===== config.mk =====
export PLATFORM = sky130hd
export DESIGN_NAME = sfsr_top
export DESIGN_NICKNAME = d
export VERILOG_FILES = /design/src/sfsr_spi_rx.v /design/src/sfsr_top.v
export VERILOG_INCLUDE_DIRS = /design/src
export SDC_FILE = /design/constraint.sdc
export NUM_CORES = 1
export LEC_CHECK = 0
export BUFFER_PORTS_ARGS = -buffer_cell sky130_fd_sc_hd__buf_2
export CAP_MARGIN = 20
export CORE_ASPECT_RATIO = 1.4
export CORE_MARGIN = 4
export CORE_UTILIZATION = 59
export DETAILED_ROUTE_END_ITERATION = 8
export GPL_TIMING_DRIVEN = 0
export PLACE_DENSITY_LB_ADDON = 0.2
export REMOVE_ABC_BUFFERS = 1
export SETUP_SLACK_MARGIN = 0.4
export SLEW_MARGIN = 20
export SYNTH_ARGS = -nofsm -noshare
export SYNTH_HDL_FRONTEND = slang
export SYNTH_HIERARCHICAL = 1
export SYNTH_SLANG_ARGS = --single-unit

===== constraint.sdc =====
create_clock -name clk_sys_i -period 6.95 [get_ports clk_sys_i]
set_input_delay 1.39 -clock clk_sys_i [delete_from_list [all_inputs] [get_ports clk_sys_i]]
set_output_delay 1.39 -clock clk_sys_i [all_outputs]
set_load 0.02 [all_outputs]

===== src/sfsr_map.vh =====
// Function
// - While suspended, read, fast read, page and quad page program work everywhere except the erased sector or block.
// - After suspend, wait the latency, clear write enable latch, set suspended flag.
// - After latency, accept write enable, write disable, page and quad page program.
// - After latency, accept all listed array reads and set burst with wrap.
// - After latency, accept identification, unique ID, security and parameter table reads.
// - Status register reads are accepted at any time after suspend.
// - Reset enable and reset device are accepted at any time after suspend.
// - Suspended flag is status bit 15.
// - Suspended flag sets on suspend, clears on resume.
// - Resume acts only with suspended flag one and write in progress zero.
// - Accepted resume clears suspended flag at once and completes the erase.
// - Accepted resume raises write in progress within 200 ns.
// - Suspend instruction 75h interrupts sector, 32KB or 64KB block erase.
// - A write status register operation is never suspended.
// - Write in progress is one during erase and zero when it ends.
`ifndef SFSR_MAP_VH
`define SFSR_MAP_VH

// ****************************************
// Opcodes
// ****************************************
`define SFSR_OP_WREN    8'h06
`define SFSR_OP_WRDI    8'h04
`define SFSR_OP_WRSR    8'h01
`define SFSR_OP_RD      8'h03
`define SFSR_OP_FRD     8'h0b
`define SFSR_OP_DORD    8'h3b
`define SFSR_OP_QORD    8'h6b
`define SFSR_OP_DIORD   8'hbb
`define SFSR_OP_QIORD   8'heb
`define SFSR_OP_QWRD    8'he7
`define SFSR_OP_BURST   8'h77
`define SFSR_OP_MDID    8'h90
`define SFSR_OP_DMDID   8'h92
`define SFSR_OP_QMDID   8'h94
`define SFSR_OP_JEDID   8'h9f
`define SFSR_OP_UID     8'h4b
`define SFSR_OP_RELID   8'hab
`define SFSR_OP_SECRD   8'h48
`define SFSR_OP_SFDP    8'h5a
`define SFSR_OP_PP      8'h02
`define SFSR_OP_QPP     8'h32
`define SFSR_OP_SE      8'h20
`define SFSR_OP_BE32    8'h52
`define SFSR_OP_BE64    8'hd8
`define SFSR_OP_SUSP    8'h75
`define SFSR_OP_RESUME  8'h7a
`define SFSR_OP_RDSR1   8'h05
`define SFSR_OP_RDSR2   8'h35
`define SFSR_OP_RDSR3   8'h15
`define SFSR_OP_RSTEN   8'h66
`define SFSR_OP_RST     8'h99

// ****************************************
// Status fields and erase types
// ****************************************
`define SFSR_ST_WIP_BIT 0
`define SFSR_ST_WEL_BIT 1
`define SFSR_ST_SUS_BIT 15
`define SFSR_ET_4K      2'h0
`define SFSR_ET_32K     2'h1
`define SFSR_ET_64K     2'h2

// ****************************************
// Timing
// ****************************************
`define SFSR_CLK_NS         8
`define SFSR_SUSP_LAT_NS    20000
`define SFSR_SUSP_LAT_CYC   ((`SFSR_SUSP_LAT_NS + `SFSR_CLK_NS - 1) / `SFSR_CLK_NS)
`define SFSR_RESUME_MAX_NS  200
`define SFSR_RESUME_MAX_CYC (`SFSR_RESUME_MAX_NS / `SFSR_CLK_NS)
`define SFSR_ERASE_CYC      100000
`define SFSR_PROG_CYC       5000
`define SFSR_WRSR_CYC       5000

`endif


===== src/sfsr_spi_rx.v =====
`timescale 1ns/1ns
// ****************************************
// Pin sampling and byte assembly
// ****************************************
module sfsr_spi_rx (
    // Clock and reset
    input  wire       clk_sys_i,
    input  wire       rst_n_i,
    // Pins
    input  wire       cs_n_i,
    input  wire       sclk_i,
    input  wire       si_i,
    // Byte stream
    output reg  [7:0] byte_o,
    output reg        byte_vld_o,
    output reg  [2:0] byte_cnt_o,
    output reg        frame_end_o,
    output reg        sclk_fall_o,
    output reg        active_o
);
    reg [2:0] sync1_reg;
    reg [2:0] sync2_reg;
    reg       sclk_d_reg;
    reg       cs_d_reg;
    reg [2:0] bit_reg;
    reg [7:0] sh_reg;

    // Two flip-flop synchronisers
    always @(posedge clk_sys_i or negedge rst_n_i) begin
        if (!rst_n_i) begin
            sync1_reg <= 3'h1;
            sync2_reg <= 3'h1;
        end else begin
            sync1_reg <= {si_i, sclk_i, cs_n_i};
            sync2_reg <= sync1_reg;
        end
    end

    // Edge detection and shifting
    always @(posedge clk_sys_i or negedge rst_n_i) begin
        if (!rst_n_i) begin
            sclk_d_reg  <= 1'b0;
            cs_d_reg    <= 1'b1;
            bit_reg     <= 3'h0;
            sh_reg      <= 8'h00;
            byte_o      <= 8'h00;
            byte_vld_o  <= 1'b0;
            byte_cnt_o  <= 3'h0;
            frame_end_o <= 1'b0;
            sclk_fall_o <= 1'b0;
            active_o    <= 1'b0;
        end else begin
            sclk_d_reg  <= sync2_reg[1];
            cs_d_reg    <= sync2_reg[0];
            byte_vld_o  <= 1'b0;
            frame_end_o <= sync2_reg[0] & ~cs_d_reg;
            sclk_fall_o <= ~sync2_reg[0] & sclk_d_reg & ~sync2_reg[1];
            active_o    <= ~sync2_reg[0];
            if (byte_vld_o && byte_cnt_o != 3'h7) begin
                byte_cnt_o <= byte_cnt_o + 3'h1;
            end
            if (sync2_reg[0]) begin
                bit_reg <= 3'h0;
                // Count holds through the frame end pulse
                if (cs_d_reg) begin
                    byte_cnt_o <= 3'h0;
                end
            end else if (sync2_reg[1] && !sclk_d_reg) begin
                sh_reg  <= {sh_reg[6:0], sync2_reg[2]};
                bit_reg <= bit_reg + 3'h1;
                if (bit_reg == 3'h7) begin
                    byte_o     <= {sh_reg[6:0], sync2_reg[2]};
                    byte_vld_o <= 1'b1;
                end
            end
        end
    end
endmodule // sfsr_spi_rx


===== src/sfsr_top.v =====
`timescale 1ns/1ns
`include "sfsr_map.vh"
module sfsr_top #(
    parameter [31:0] ERASE_CYCLES    = `SFSR_ERASE_CYC,
    parameter [31:0] PROG_CYCLES     = `SFSR_PROG_CYC,
    parameter [31:0] WRSR_CYCLES     = `SFSR_WRSR_CYC,
    parameter [31:0] SUSP_LAT_CYCLES = `SFSR_SUSP_LAT_CYC
) (
    // Clock and reset
    input  wire        clk_sys_i,
    input  wire        reset_n_i,
    // Serial link
    input  wire        cs_n_i,
    input  wire        sclk_i,
    input  wire        si_i,
    output reg         so_o,
    output reg         so_oe_o,
    // Status
    output reg  [15:0] status_o,
    output reg         erase_suspended_flag_o,
    output reg         write_in_progress_flag_o,
    output reg         write_enable_latch_o,
    // Events
    output reg         cmd_accept_o,
    output reg         cmd_reject_o,
    output reg  [7:0]  cmd_code_o,
    output reg         region_blocked_o,
    output reg         erase_done_o
);
    localparam [2:0] ST_IDLE  = 3'h0;
    localparam [2:0] ST_BUSY  = 3'h1;
    localparam [2:0] ST_SLAT  = 3'h2;
    localparam [2:0] ST_SUSP  = 3'h3;
    localparam [2:0] ST_SPROG = 3'h4;
    localparam [1:0] K_ERASE  = 2'h0;
    localparam [1:0] K_PROG   = 2'h1;
    localparam [1:0] K_WRSR   = 2'h2;

    reg        rst_s1_reg;
    reg        rst_n_reg;
    wire [7:0] rx_byte;
    wire       rx_vld;
    wire [2:0] rx_cnt;
    wire       rx_end;
    wire       rx_fall;
    wire       rx_act;

    reg [2:0]  state_reg;
    reg [1:0]  kind_reg;
    reg [1:0]  etype_reg;
    reg [23:0] eaddr_reg;
    reg [23:0] addr_reg;
    reg [31:0] ecnt_reg;
    reg [31:0] pcnt_reg;
    reg [31:0] lcnt_reg;
    reg [7:0]  op_reg;
    reg        op_ok_reg;
    reg        rsten_reg;
    reg [7:0]  so_sh_reg;

    // ****************************************
    // Reset release
    // ****************************************
    always @(posedge clk_sys_i or negedge reset_n_i) begin
        if (!reset_n_i) begin
            rst_s1_reg <= 1'b0;
            rst_n_reg  <= 1'b0;
        end else begin
            rst_s1_reg <= 1'b1;
            rst_n_reg  <= rst_s1_reg;
        end
    end

    sfsr_spi_rx u_rx (
        .clk_sys_i   (clk_sys_i),
        .rst_n_i     (rst_n_reg),
        .cs_n_i      (cs_n_i),
        .sclk_i      (sclk_i),
        .si_i        (si_i),
        .byte_o      (rx_byte),
        .byte_vld_o  (rx_vld),
        .byte_cnt_o  (rx_cnt),
        .frame_end_o (rx_end),
        .sclk_fall_o (rx_fall),
        .active_o    (rx_act)
    );

    // ****************************************
    // Decoding
    // ****************************************
    function early_ok;
        input [7:0] op;
        begin
            early_ok = (op == `SFSR_OP_RDSR1) || (op == `SFSR_OP_RDSR2) || (op == `SFSR_OP_RDSR3) ||
                       (op == `SFSR_OP_RSTEN) || (op == `SFSR_OP_RST);
        end
    endfunction

    function addr_op;
        input [7:0] op;
        begin
            addr_op = (op == `SFSR_OP_RD) || (op == `SFSR_OP_FRD) || (op == `SFSR_OP_PP) || (op == `SFSR_OP_QPP);
        end
    endfunction

    function late_ok;
        input [7:0] op;
        begin
            case (op)
                `SFSR_OP_WREN, `SFSR_OP_WRDI, `SFSR_OP_PP, `SFSR_OP_QPP: late_ok = 1'b1;
                `SFSR_OP_RD, `SFSR_OP_FRD, `SFSR_OP_DORD, `SFSR_OP_QORD, `SFSR_OP_DIORD,
                `SFSR_OP_QIORD, `SFSR_OP_QWRD, `SFSR_OP_BURST: late_ok = 1'b1;
                `SFSR_OP_MDID, `SFSR_OP_DMDID, `SFSR_OP_QMDID, `SFSR_OP_JEDID, `SFSR_OP_UID,
                `SFSR_OP_RELID, `SFSR_OP_SECRD, `SFSR_OP_SFDP, `SFSR_OP_RESUME: late_ok = 1'b1;
                default: late_ok = early_ok(op);
            endcase
        end
    endfunction

    function in_region;
        input [23:0] a;
        input [23:0] e;
        input [1:0]  t;
        begin
            case (t)
                `SFSR_ET_4K:  in_region = (a[23:12] == e[23:12]);
                `SFSR_ET_32K: in_region = (a[23:15] == e[23:15]);
                default:      in_region = (a[23:16] == e[23:16]);
            endcase
        end
    endfunction

    reg       allow;
    reg [1:0] etype_new;
    always @* begin
        case (state_reg)
            ST_IDLE:  allow = (rx_byte != `SFSR_OP_RESUME);
            ST_SUSP:  allow = late_ok(rx_byte);
            ST_SLAT:  allow = early_ok(rx_byte);
            default:  allow = early_ok(rx_byte) || (rx_byte == `SFSR_OP_SUSP);
        endcase
        case (op_reg)
            `SFSR_OP_SE:   etype_new = `SFSR_ET_4K;
            `SFSR_OP_BE32: etype_new = `SFSR_ET_32K;
            default:       etype_new = `SFSR_ET_64K;
        endcase
    end

    // ****************************************
    // Sequencer
    // ****************************************
    always @(posedge clk_sys_i or negedge rst_n_reg) begin
        if (!rst_n_reg) begin
            state_reg                <= ST_IDLE;
            kind_reg                 <= K_ERASE;
            etype_reg                <= `SFSR_ET_4K;
            eaddr_reg                <= 24'h000000;
            addr_reg                 <= 24'h000000;
            ecnt_reg                 <= 32'h00000000;
            pcnt_reg                 <= 32'h00000000;
            lcnt_reg                 <= 32'h00000000;
            op_reg                   <= 8'h00;
            op_ok_reg                <= 1'b0;
            rsten_reg                <= 1'b0;
            so_sh_reg                <= 8'h00;
            so_o                     <= 1'b0;
            so_oe_o                  <= 1'b0;
            erase_suspended_flag_o   <= 1'b0;
            write_in_progress_flag_o <= 1'b0;
            write_enable_latch_o     <= 1'b0;
            cmd_accept_o             <= 1'b0;
            cmd_reject_o             <= 1'b0;
            cmd_code_o               <= 8'h00;
            region_blocked_o         <= 1'b0;
            erase_done_o             <= 1'b0;
        end else begin
            cmd_accept_o     <= 1'b0;
            cmd_reject_o     <= 1'b0;
            region_blocked_o <= 1'b0;
            erase_done_o     <= 1'b0;
            if (rx_fall && so_oe_o) begin
                so_o      <= so_sh_reg[7];
                so_sh_reg <= {so_sh_reg[6:0], so_sh_reg[7]};
            end
            if (rx_vld && rx_cnt == 3'h0) begin
                op_reg       <= rx_byte;
                op_ok_reg    <= allow;
                cmd_code_o   <= rx_byte;
                cmd_accept_o <= allow;
                cmd_reject_o <= ~allow;
                if (allow && rx_byte == `SFSR_OP_RDSR1) begin
                    so_sh_reg <= status_o[7:0];
                    so_oe_o   <= 1'b1;
                end else if (allow && rx_byte == `SFSR_OP_RDSR2) begin
                    so_sh_reg <= status_o[15:8];
                    so_oe_o   <= 1'b1;
                end else if (allow && rx_byte == `SFSR_OP_RDSR3) begin
                    so_sh_reg <= 8'h00;
                    so_oe_o   <= 1'b1;
                end
            end else if (rx_vld && rx_cnt < 3'h4) begin
                addr_reg <= {addr_reg[15:0], rx_byte};
                if (rx_cnt == 3'h3 && op_ok_reg && addr_op(op_reg) && state_reg == ST_SUSP &&
                    in_region({addr_reg[15:0], rx_byte}, eaddr_reg, etype_reg)) begin
                    op_ok_reg        <= 1'b0;
                    region_blocked_o <= 1'b1;
                end
            end
            if (rx_end) begin
                so_oe_o   <= 1'b0;
                op_ok_reg <= 1'b0;
                rsten_reg <= op_ok_reg && (op_reg == `SFSR_OP_RSTEN);
            end
            if (rx_end && op_ok_reg) begin
                case (op_reg)
                    `SFSR_OP_WREN: write_enable_latch_o <= 1'b1;
                    `SFSR_OP_WRDI: write_enable_latch_o <= 1'b0;
                    `SFSR_OP_SE, `SFSR_OP_BE32, `SFSR_OP_BE64: begin
                        if (state_reg == ST_IDLE && write_enable_latch_o && rx_cnt == 3'h4) begin
                            state_reg                <= ST_BUSY;
                            kind_reg                 <= K_ERASE;
                            etype_reg                <= etype_new;
                            eaddr_reg                <= addr_reg;
                            ecnt_reg                 <= ERASE_CYCLES;
                            write_in_progress_flag_o <= 1'b1;
                        end
                    end
                    `SFSR_OP_WRSR: begin
                        if (state_reg == ST_IDLE && write_enable_latch_o) begin
                            state_reg                <= ST_BUSY;
                            kind_reg                 <= K_WRSR;
                            pcnt_reg                 <= WRSR_CYCLES;
                            write_in_progress_flag_o <= 1'b1;
                        end
                    end
                    `SFSR_OP_PP, `SFSR_OP_QPP: begin
                        if (write_enable_latch_o && rx_cnt > 3'h3 &&
                            (state_reg == ST_IDLE || state_reg == ST_SUSP)) begin
                            state_reg                <= (state_reg == ST_IDLE) ? ST_BUSY : ST_SPROG;
                            kind_reg                 <= K_PROG;
                            pcnt_reg                 <= PROG_CYCLES;
                            write_in_progress_flag_o <= 1'b1;
                        end
                    end
                    `SFSR_OP_SUSP: begin
                        if (state_reg == ST_BUSY && kind_reg == K_ERASE) begin
                            state_reg <= ST_SLAT;
                            lcnt_reg  <= SUSP_LAT_CYCLES;
                        end
                    end
                    `SFSR_OP_RESUME: begin
                        if (erase_suspended_flag_o && !write_in_progress_flag_o) begin
                            state_reg                <= ST_BUSY;
                            kind_reg                 <= K_ERASE;
                            erase_suspended_flag_o   <= 1'b0;
                            write_in_progress_flag_o <= 1'b1;
                        end
                    end
                    `SFSR_OP_RST: begin
                        if (rsten_reg) begin
                            state_reg                <= ST_IDLE;
                            erase_suspended_flag_o   <= 1'b0;
                            write_in_progress_flag_o <= 1'b0;
                            write_enable_latch_o     <= 1'b0;
                        end
                    end
                    default: ;
                endcase
            end else begin
                case (state_reg)
                    ST_BUSY: begin
                        if (kind_reg == K_ERASE) begin
                            if (ecnt_reg > 32'h00000001) begin
                                ecnt_reg <= ecnt_reg - 32'h00000001;
                            end else begin
                                state_reg                <= ST_IDLE;
                                write_in_progress_flag_o <= 1'b0;
                                write_enable_latch_o     <= 1'b0;
                                erase_done_o             <= 1'b1;
                            end
                        end else if (pcnt_reg > 32'h00000001) begin
                            pcnt_reg <= pcnt_reg - 32'h00000001;
                        end else begin
                            state_reg                <= ST_IDLE;
                            write_in_progress_flag_o <= 1'b0;
                            write_enable_latch_o     <= 1'b0;
                        end
                    end
                    ST_SLAT: begin
                        if (lcnt_reg > 32'h00000001) begin
                            lcnt_reg <= lcnt_reg - 32'h00000001;
                        end else begin
                            state_reg                <= ST_SUSP;
                            write_enable_latch_o     <= 1'b0;
                            erase_suspended_flag_o   <= 1'b1;
                            write_in_progress_flag_o <= 1'b0;
                        end
                    end
                    ST_SPROG: begin
                        if (pcnt_reg > 32'h00000001) begin
                            pcnt_reg <= pcnt_reg - 32'h00000001;
                        end else begin
                            state_reg                <= ST_SUSP;
                            write_in_progress_flag_o <= 1'b0;
                            write_enable_latch_o     <= 1'b0;
                        end
                    end
                    default: ;
                endcase
            end
        end
    end

    // ****************************************
    // Status word
    // ****************************************
    always @(posedge clk_sys_i or negedge rst_n_reg) begin
        if (!rst_n_reg) begin
            status_o <= 16'h0000;
        end else begin
            status_o                   <= 16'h0000;
            status_o[`SFSR_ST_WIP_BIT] <= write_in_progress_flag_o;
            status_o[`SFSR_ST_WEL_BIT] <= write_enable_latch_o;
            status_o[`SFSR_ST_SUS_BIT] <= erase_suspended_flag_o;
        end
    end
endmodule // sfsr_top


==> results_dict.tcl, run 1 <==
set metrics [dict create \
    finalHoldViolCount 0 \
    start_kind "flop" \
    dpl_cell_area_sq_mm 0.0105 \
    design_area_sq_mm 0.0112 \
    period_needed_ps 3710 \
    dieArea_sq_mm 0.0195 \
    fin_skew_ps 8.18 \
    cts_sinks 203 \
    cts_resized 0 \
    floorplan.initialDensity 0.604 \
    core_area_sq_mm 0.0169 \
    post-route-util 0.664 \
    crit_required_ps 7290 \
    grt_overflow 0 \
    fp.dieW_microns 119 \
    setup_viol 0 \
    cts_tree "done" \
    gp_congestion 0.857 \
    grt_usage 0.227 \
    row_count 56 \
    grt_max_degree 59 \
    dr.first_iter.drc_count 449 \
    via_per_inst 5.80 \
    critPathKind "reg -> reg" \
    rsz0062_at_grt "false" \
    wl_per_cell_microns 16.6 \
    drive_above_1_share 0.130 \
    hold_buffers 0 \
    synth_area_sq_mm 0.0102 \
    die_y_microns 164 \
    pin_count 38 \
    synth_cells 1036 \
    drcViolationCount 0 \
    cp.arrival_ps 4050 \
    max_freq_ghz 0.270 \
    cp_top_family "simple AND/OR/NAND/NOR gates" \
    syn_to_final_growth_pct 9.80 \
    crit_path_end_kind "flop" \
    path_cells "or2_1, nor4_1, and2_1, a21oi_2, nor4b_1, xnor2_1, nor2_1" \
    dp_hpwl_microns 14400 \
    status "finished, final reports clean" \
    portBuffers 24 \
    nNetsFinal 1055 \
    cpPeakStageDelay_ps 920 \
    period_share 0.533 \
    syn_area_per_cell_sq_um 9.85 \
    wl_microns 21300 \
    crit_path_max_fanout 28 \
    slew_viol_final 0 \
    cts_setup_buffers 0 \
    dr_total_vias 7459 \
    grt_pass1_vias 7598 \
    cellLeakagePower_nw 5.47 \
    ir_drop_v 0.000332 \
    relSlewSlack 0.297 \
    setup_tns_ps 0 \
    cts.clk_slew.worst_paths_ps 60 \
    cts_made_buffers 21 \
    antenna_cells 0 \
    antenna_found_initial 0 \
    final_cell_mix "dfrtp_1, nor2_1, nand2_1" \
    tightest_slew_ps 1050 \
    clk_latency_ps 500 \
    n_fill_cell 1338 \
    dr.pass1.iters 5 \
    maxCapViolations 0 \
    grt_pass1_wl_microns 36800 \
    mostFrequentLayoutCell "dfrtp_1" \
    yosysWarnings 6 \
    crit_buf_inv 0 \
    power.density_mw_per_mm2 335 \
    cp_slowest_cell "and2_1" \
    cts_root_buffer "clkbuf_16" \
    antenna_left 0 \
    clockBufferDepth 3 \
    htree_levels 1 \
    hold_class "reg -> async" \
]
-- cell type report --
class / count / area, sq um / share of cell area
sequential: 203 / 5090 / 0.454
multi-input combinational: 772 / 4840 / 0.432
clock buffer: 31 / 603 / 0.0538
tap: 232 / 290 / 0.0259
timing repair buffer: 30 / 253 / 0.0226
clock inverter: 6 / 83.8 / 0.00748
inverter: 12 / 45.0 / 0.00402
-- worst paths after layout --
kind                                       start                           to  slack, ps  depth (start not counted)
max reg2reg                op_reg[7]$_DFFE_PN0P_     lcnt_reg[16]$_DFFE_PN0P_       3240                          7
max                        op_reg[7]$_DFFE_PN0P_     lcnt_reg[16]$_DFFE_PN0P_       3240                          7
min in group clk_sys_i      rst_s1_reg$_DFF_PN0_          rst_n_reg$_DFF_PN0_        360                          0
min reg2reg                  rst_n_reg$_DFF_PN0_  u_rx/sync2_reg[1]$_DFF_PN0_        330                          0
min                          rst_n_reg$_DFF_PN0_  u_rx/sync2_reg[1]$_DFF_PN0_        330                          0
max in group asynchronous    rst_n_reg$_DFF_PN0_      u_rx/cs_d_reg$_DFF_PN1_       5930                          1
-- worst reg2reg max path: cells and delay by family (launching register included) --
kind	cells	cell delay, ps
AND/OR/NAND/NOR	5	2490
flip-flops	1	480
AO/OA/AOI/OAI	1	380
XOR/XNOR	1	190
-- report_power, final --
group / switching (W) / internal (W) / total [W]
clock: 0.000450 / 0.000675 / 0.00112
sequential: 0.000102 / 0.00128 / 0.00138
combinational: 0.000740 / 0.000510 / 0.00125
total: 0.00129 / 0.00246 / 0.00375
-- through the flow --
| step | std cells | setup WS (ps) | hold WS [ps] | power, W |
|---|---|---|---|---|
| 6_report | 1286 | 3240 | 330 | 0.00375 |
| 5_1_grt | 1286 | 3000 | 365 | 0.00399 |
| 4_1_cts | 1286 | 3190 | 349 | 0.00378 |
| 3_5_place_dp | 1249 | 3210 | 336 | 0.00264 |
| 3_3_place_gp | 1243 | -1370 | 337 | 0.00260 |
| 2_1_floorplan | 987 | 880 | 331 | 0.00236 |
-- metal layers --
layer,GRT usage,routed length [microns]
met5,0,0
met4,0.0648,471
met3,0.0305,733
met2,0.401,11000
met1,0.292,9060
Note: power is estimated with default switching activity, not from simulation.
==> run 2: changes to the inputs <==
==> constraint.sdc (replaced) <==
create_clock -name clk_sys_i -period 3.5 [get_ports clk_sys_i]
set_input_delay 0.7 -clock clk_sys_i [delete_from_list [all_inputs] [get_ports clk_sys_i]]
set_output_delay 0.7 -clock clk_sys_i [all_outputs]
set_load 0.02 [all_outputs]
==> results_dict.tcl, run 2 (synthesis gave the netlist of run 1 again) <==
set metrics [dict create \
    antenna_found_initial 0 \
    hold_end "u_rx/sync1_reg[0]$_DFF_PN1_" \
    slew_viol_final 0 \
    cpPeakStageDelay_ps 650 \
    power.switching_w 0.00256 \
    hold_slack_ps 293 \
    fp.dieW_microns 119 \
    mostFrequentLayoutCell "dfrtp_1" \
    start_kind "flop" \
    cp_top_family "simple AND/OR/NAND/NOR gates" \
    antenna_left 0 \
    status "finished, final reports clean" \
    fin_ws_ps 581 \
    setup_viol 0 \
    rsz0062_at_grt "false" \
    r2r_cells 7 \
    row_count 56 \
    ir_drop_v 0.000613 \
    grt_usage 0.227 \
    final_cell_mix "dfrtp_1, nor2_1, nand2_1" \
    portBuffers 24 \
    hp-start "cs_n_i" \
    p_sw_frac 0.344 \
    cp.arrival_ps 3300 \
    post-route-util 0.667 \
    cts_setup_buffers 0 \
    tightest_slew_ps 1070 \
    dr.pass1.iters 4 \
    cellLeakagePower_nw 5.49 \
    seq_power_share 0.368 \
    hold_class "in -> reg" \
    via_per_inst 5.80 \
    grt_max_degree 59 \
    syn_to_final_growth_pct 10.4 \
    path_cells "or2_2, nor4_2, a22o_1, a2bb2oi_4, nor3_1, xnor2_1, nor2_1" \
    timing.rr.start "op_reg[6]$_DFFE_PN0P_" \
    period_share 0.834 \
    wl_microns 21400 \
    design_area_sq_mm 0.0113 \
    cts_root_buffer "clkbuf_16" \
    clk_latency_ps 500 \
    htree_levels 1 \
    critPathKind "reg -> reg" \
    power.density_mw_per_mm2 660 \
    floorplan.initialDensity 0.604 \
    max_freq_ghz 0.343 \
    period_needed_ps 2920 \
    drcViolationCount 0 \
    fin_skew_ps 9.10 \
    wl_per_cell_microns 16.6 \
    grt_pass1_wl_microns 36800 \
    crit_path_max_fanout 20 \
    r2r_end "pcnt_reg[31]$_DFFE_PN0P_" \
    pin_count 38 \
    drive_above_1_share 0.135 \
    crit_buf_inv 0 \
    dp_hpwl_microns 14400 \
    core_area_sq_mm 0.0169 \
    dieArea_sq_mm 0.0195 \
    cp_slowest_cell "nor4_2" \
    gp_congestion 0.857 \
    pre_cts_slack_ps -240 \
    cts_tree "done" \
    clockBufferDepth 3 \
    maxCapViolations 0 \
    cts_sinks 203 \
    cts_made_buffers 21 \
    nNetsFinal 1056 \
    n_fill_cell 1329 \
    reg2reg_slack_ps 580 \
    dr.first_iter.drc_count 422 \
    power_frac_clock 0.301 \
    crit_path_end_kind "flop" \
    grt_pass1_vias 7630 \
    p_int_w 0.00487 \
    combPwrFrac 0.331 \
    dpl_cell_area_sq_mm 0.0105 \
    die_y_microns 164 \
    antenna_cells 0 \
    relSlewSlack 0.278 \
    grt_overflow 0 \
    cts.clk_slew.worst_paths_ps 60 \
    setup_tns_ps 0 \
    crit_required_ps 3880 \
    dr_total_vias 7463 \
    finalHoldViolCount 0 \
    whs_path_depth 1 \
]
==> run 2: changes by cell type in the layout (fill, tap and decap cells not counted), sizes merged <==
cell         delta
dlygate4sd3     +1
==> run 2: metal layers <==
layer  part of all wire  up-vias  GRT usage
li1                   -     3578          -
met1               0.43     3692      0.291
met2               0.52      145      0.401
met3              0.033       48     0.0312
met4              0.023        0     0.0680
met5                  0        -          0
==> run 2: layout make-up <==
class	instances	area, sq um	area share
Inverter	12	45.0	0.00400
Sequential cell	203	5090	0.452
Clock buffer	31	603	0.0535
Multi-Input combinational cell	772	4890	0.434
Tap cell	232	290	0.0258
Clock inverter	6	83.8	0.00744
Timing Repair Buffer	31	263	0.0233
==> run 2: through the flow <==
step / std cells / total power, W
global route: 1287 / 0.00785
global placement: 1243 / 0.00510
CTS: 1287 / 0.00748
detailed placement: 1249 / 0.00517
floorplan: 987 / 0.00469
finish: 1287 / 0.00743
==> run 2: worst max path at each step <==
stage,from,slack (ps),cells past startpoint,end
after floorplan,rst_n_reg$_DFF_PN0_,-2570,0,addr_reg[0]$_DFFE_PN0P_
after global placement,rst_n_reg$_DFF_PN0_,-4820,0,ecnt_reg[11]$_DFFE_PN0P_
after detailed placement,op_reg[7]$_DFFE_PN0P_,-240,7,lcnt_reg[18]$_DFFE_PN0P_
after CTS,u_rx/byte_cnt_o[2]$_DFF_PN0_,410,5,so_sh_reg[1]$_DFF_PN0_
after global routing,op_reg[6]$_DFFE_PN0P_,390,7,pcnt_reg[24]$_DFFE_PN0P_
final,op_reg[6]$_DFFE_PN0P_,580,7,pcnt_reg[31]$_DFFE_PN0P_
==> run 2: worst reg2reg max path, delay by kind of cell (launching register included) <==
kind	cells	cell delay [ps]
DFF	1	470
xor gates and xnor gates	1	180
AOI/OAI and AO/OA	2	920
and+or+nand+nor	4	1220
==> run 2: what timing repair did <==
action | in CTS | in global routing
resized for setup | 5 | 4
endpoints found under the setup margin | 61 | 26
endpoints found under the hold margin | 2 | 0
hold buffers | 1 | 0
==> run 2: power by group through the flow <==
| stage | clock network, W | registers [W] | logic [W] |
|---|---|---|---|
| floorplan | 0 | 0.00275 | 0.00194 |
| global placement | 0 | 0.00280 | 0.00230 |
| detailed placement | 0 | 0.00277 | 0.00240 |
| CTS | 0.00230 | 0.00273 | 0.00245 |
| global route | 0.00240 | 0.00276 | 0.00268 |
| finish | 0.00224 | 0.00274 | 0.00246 |
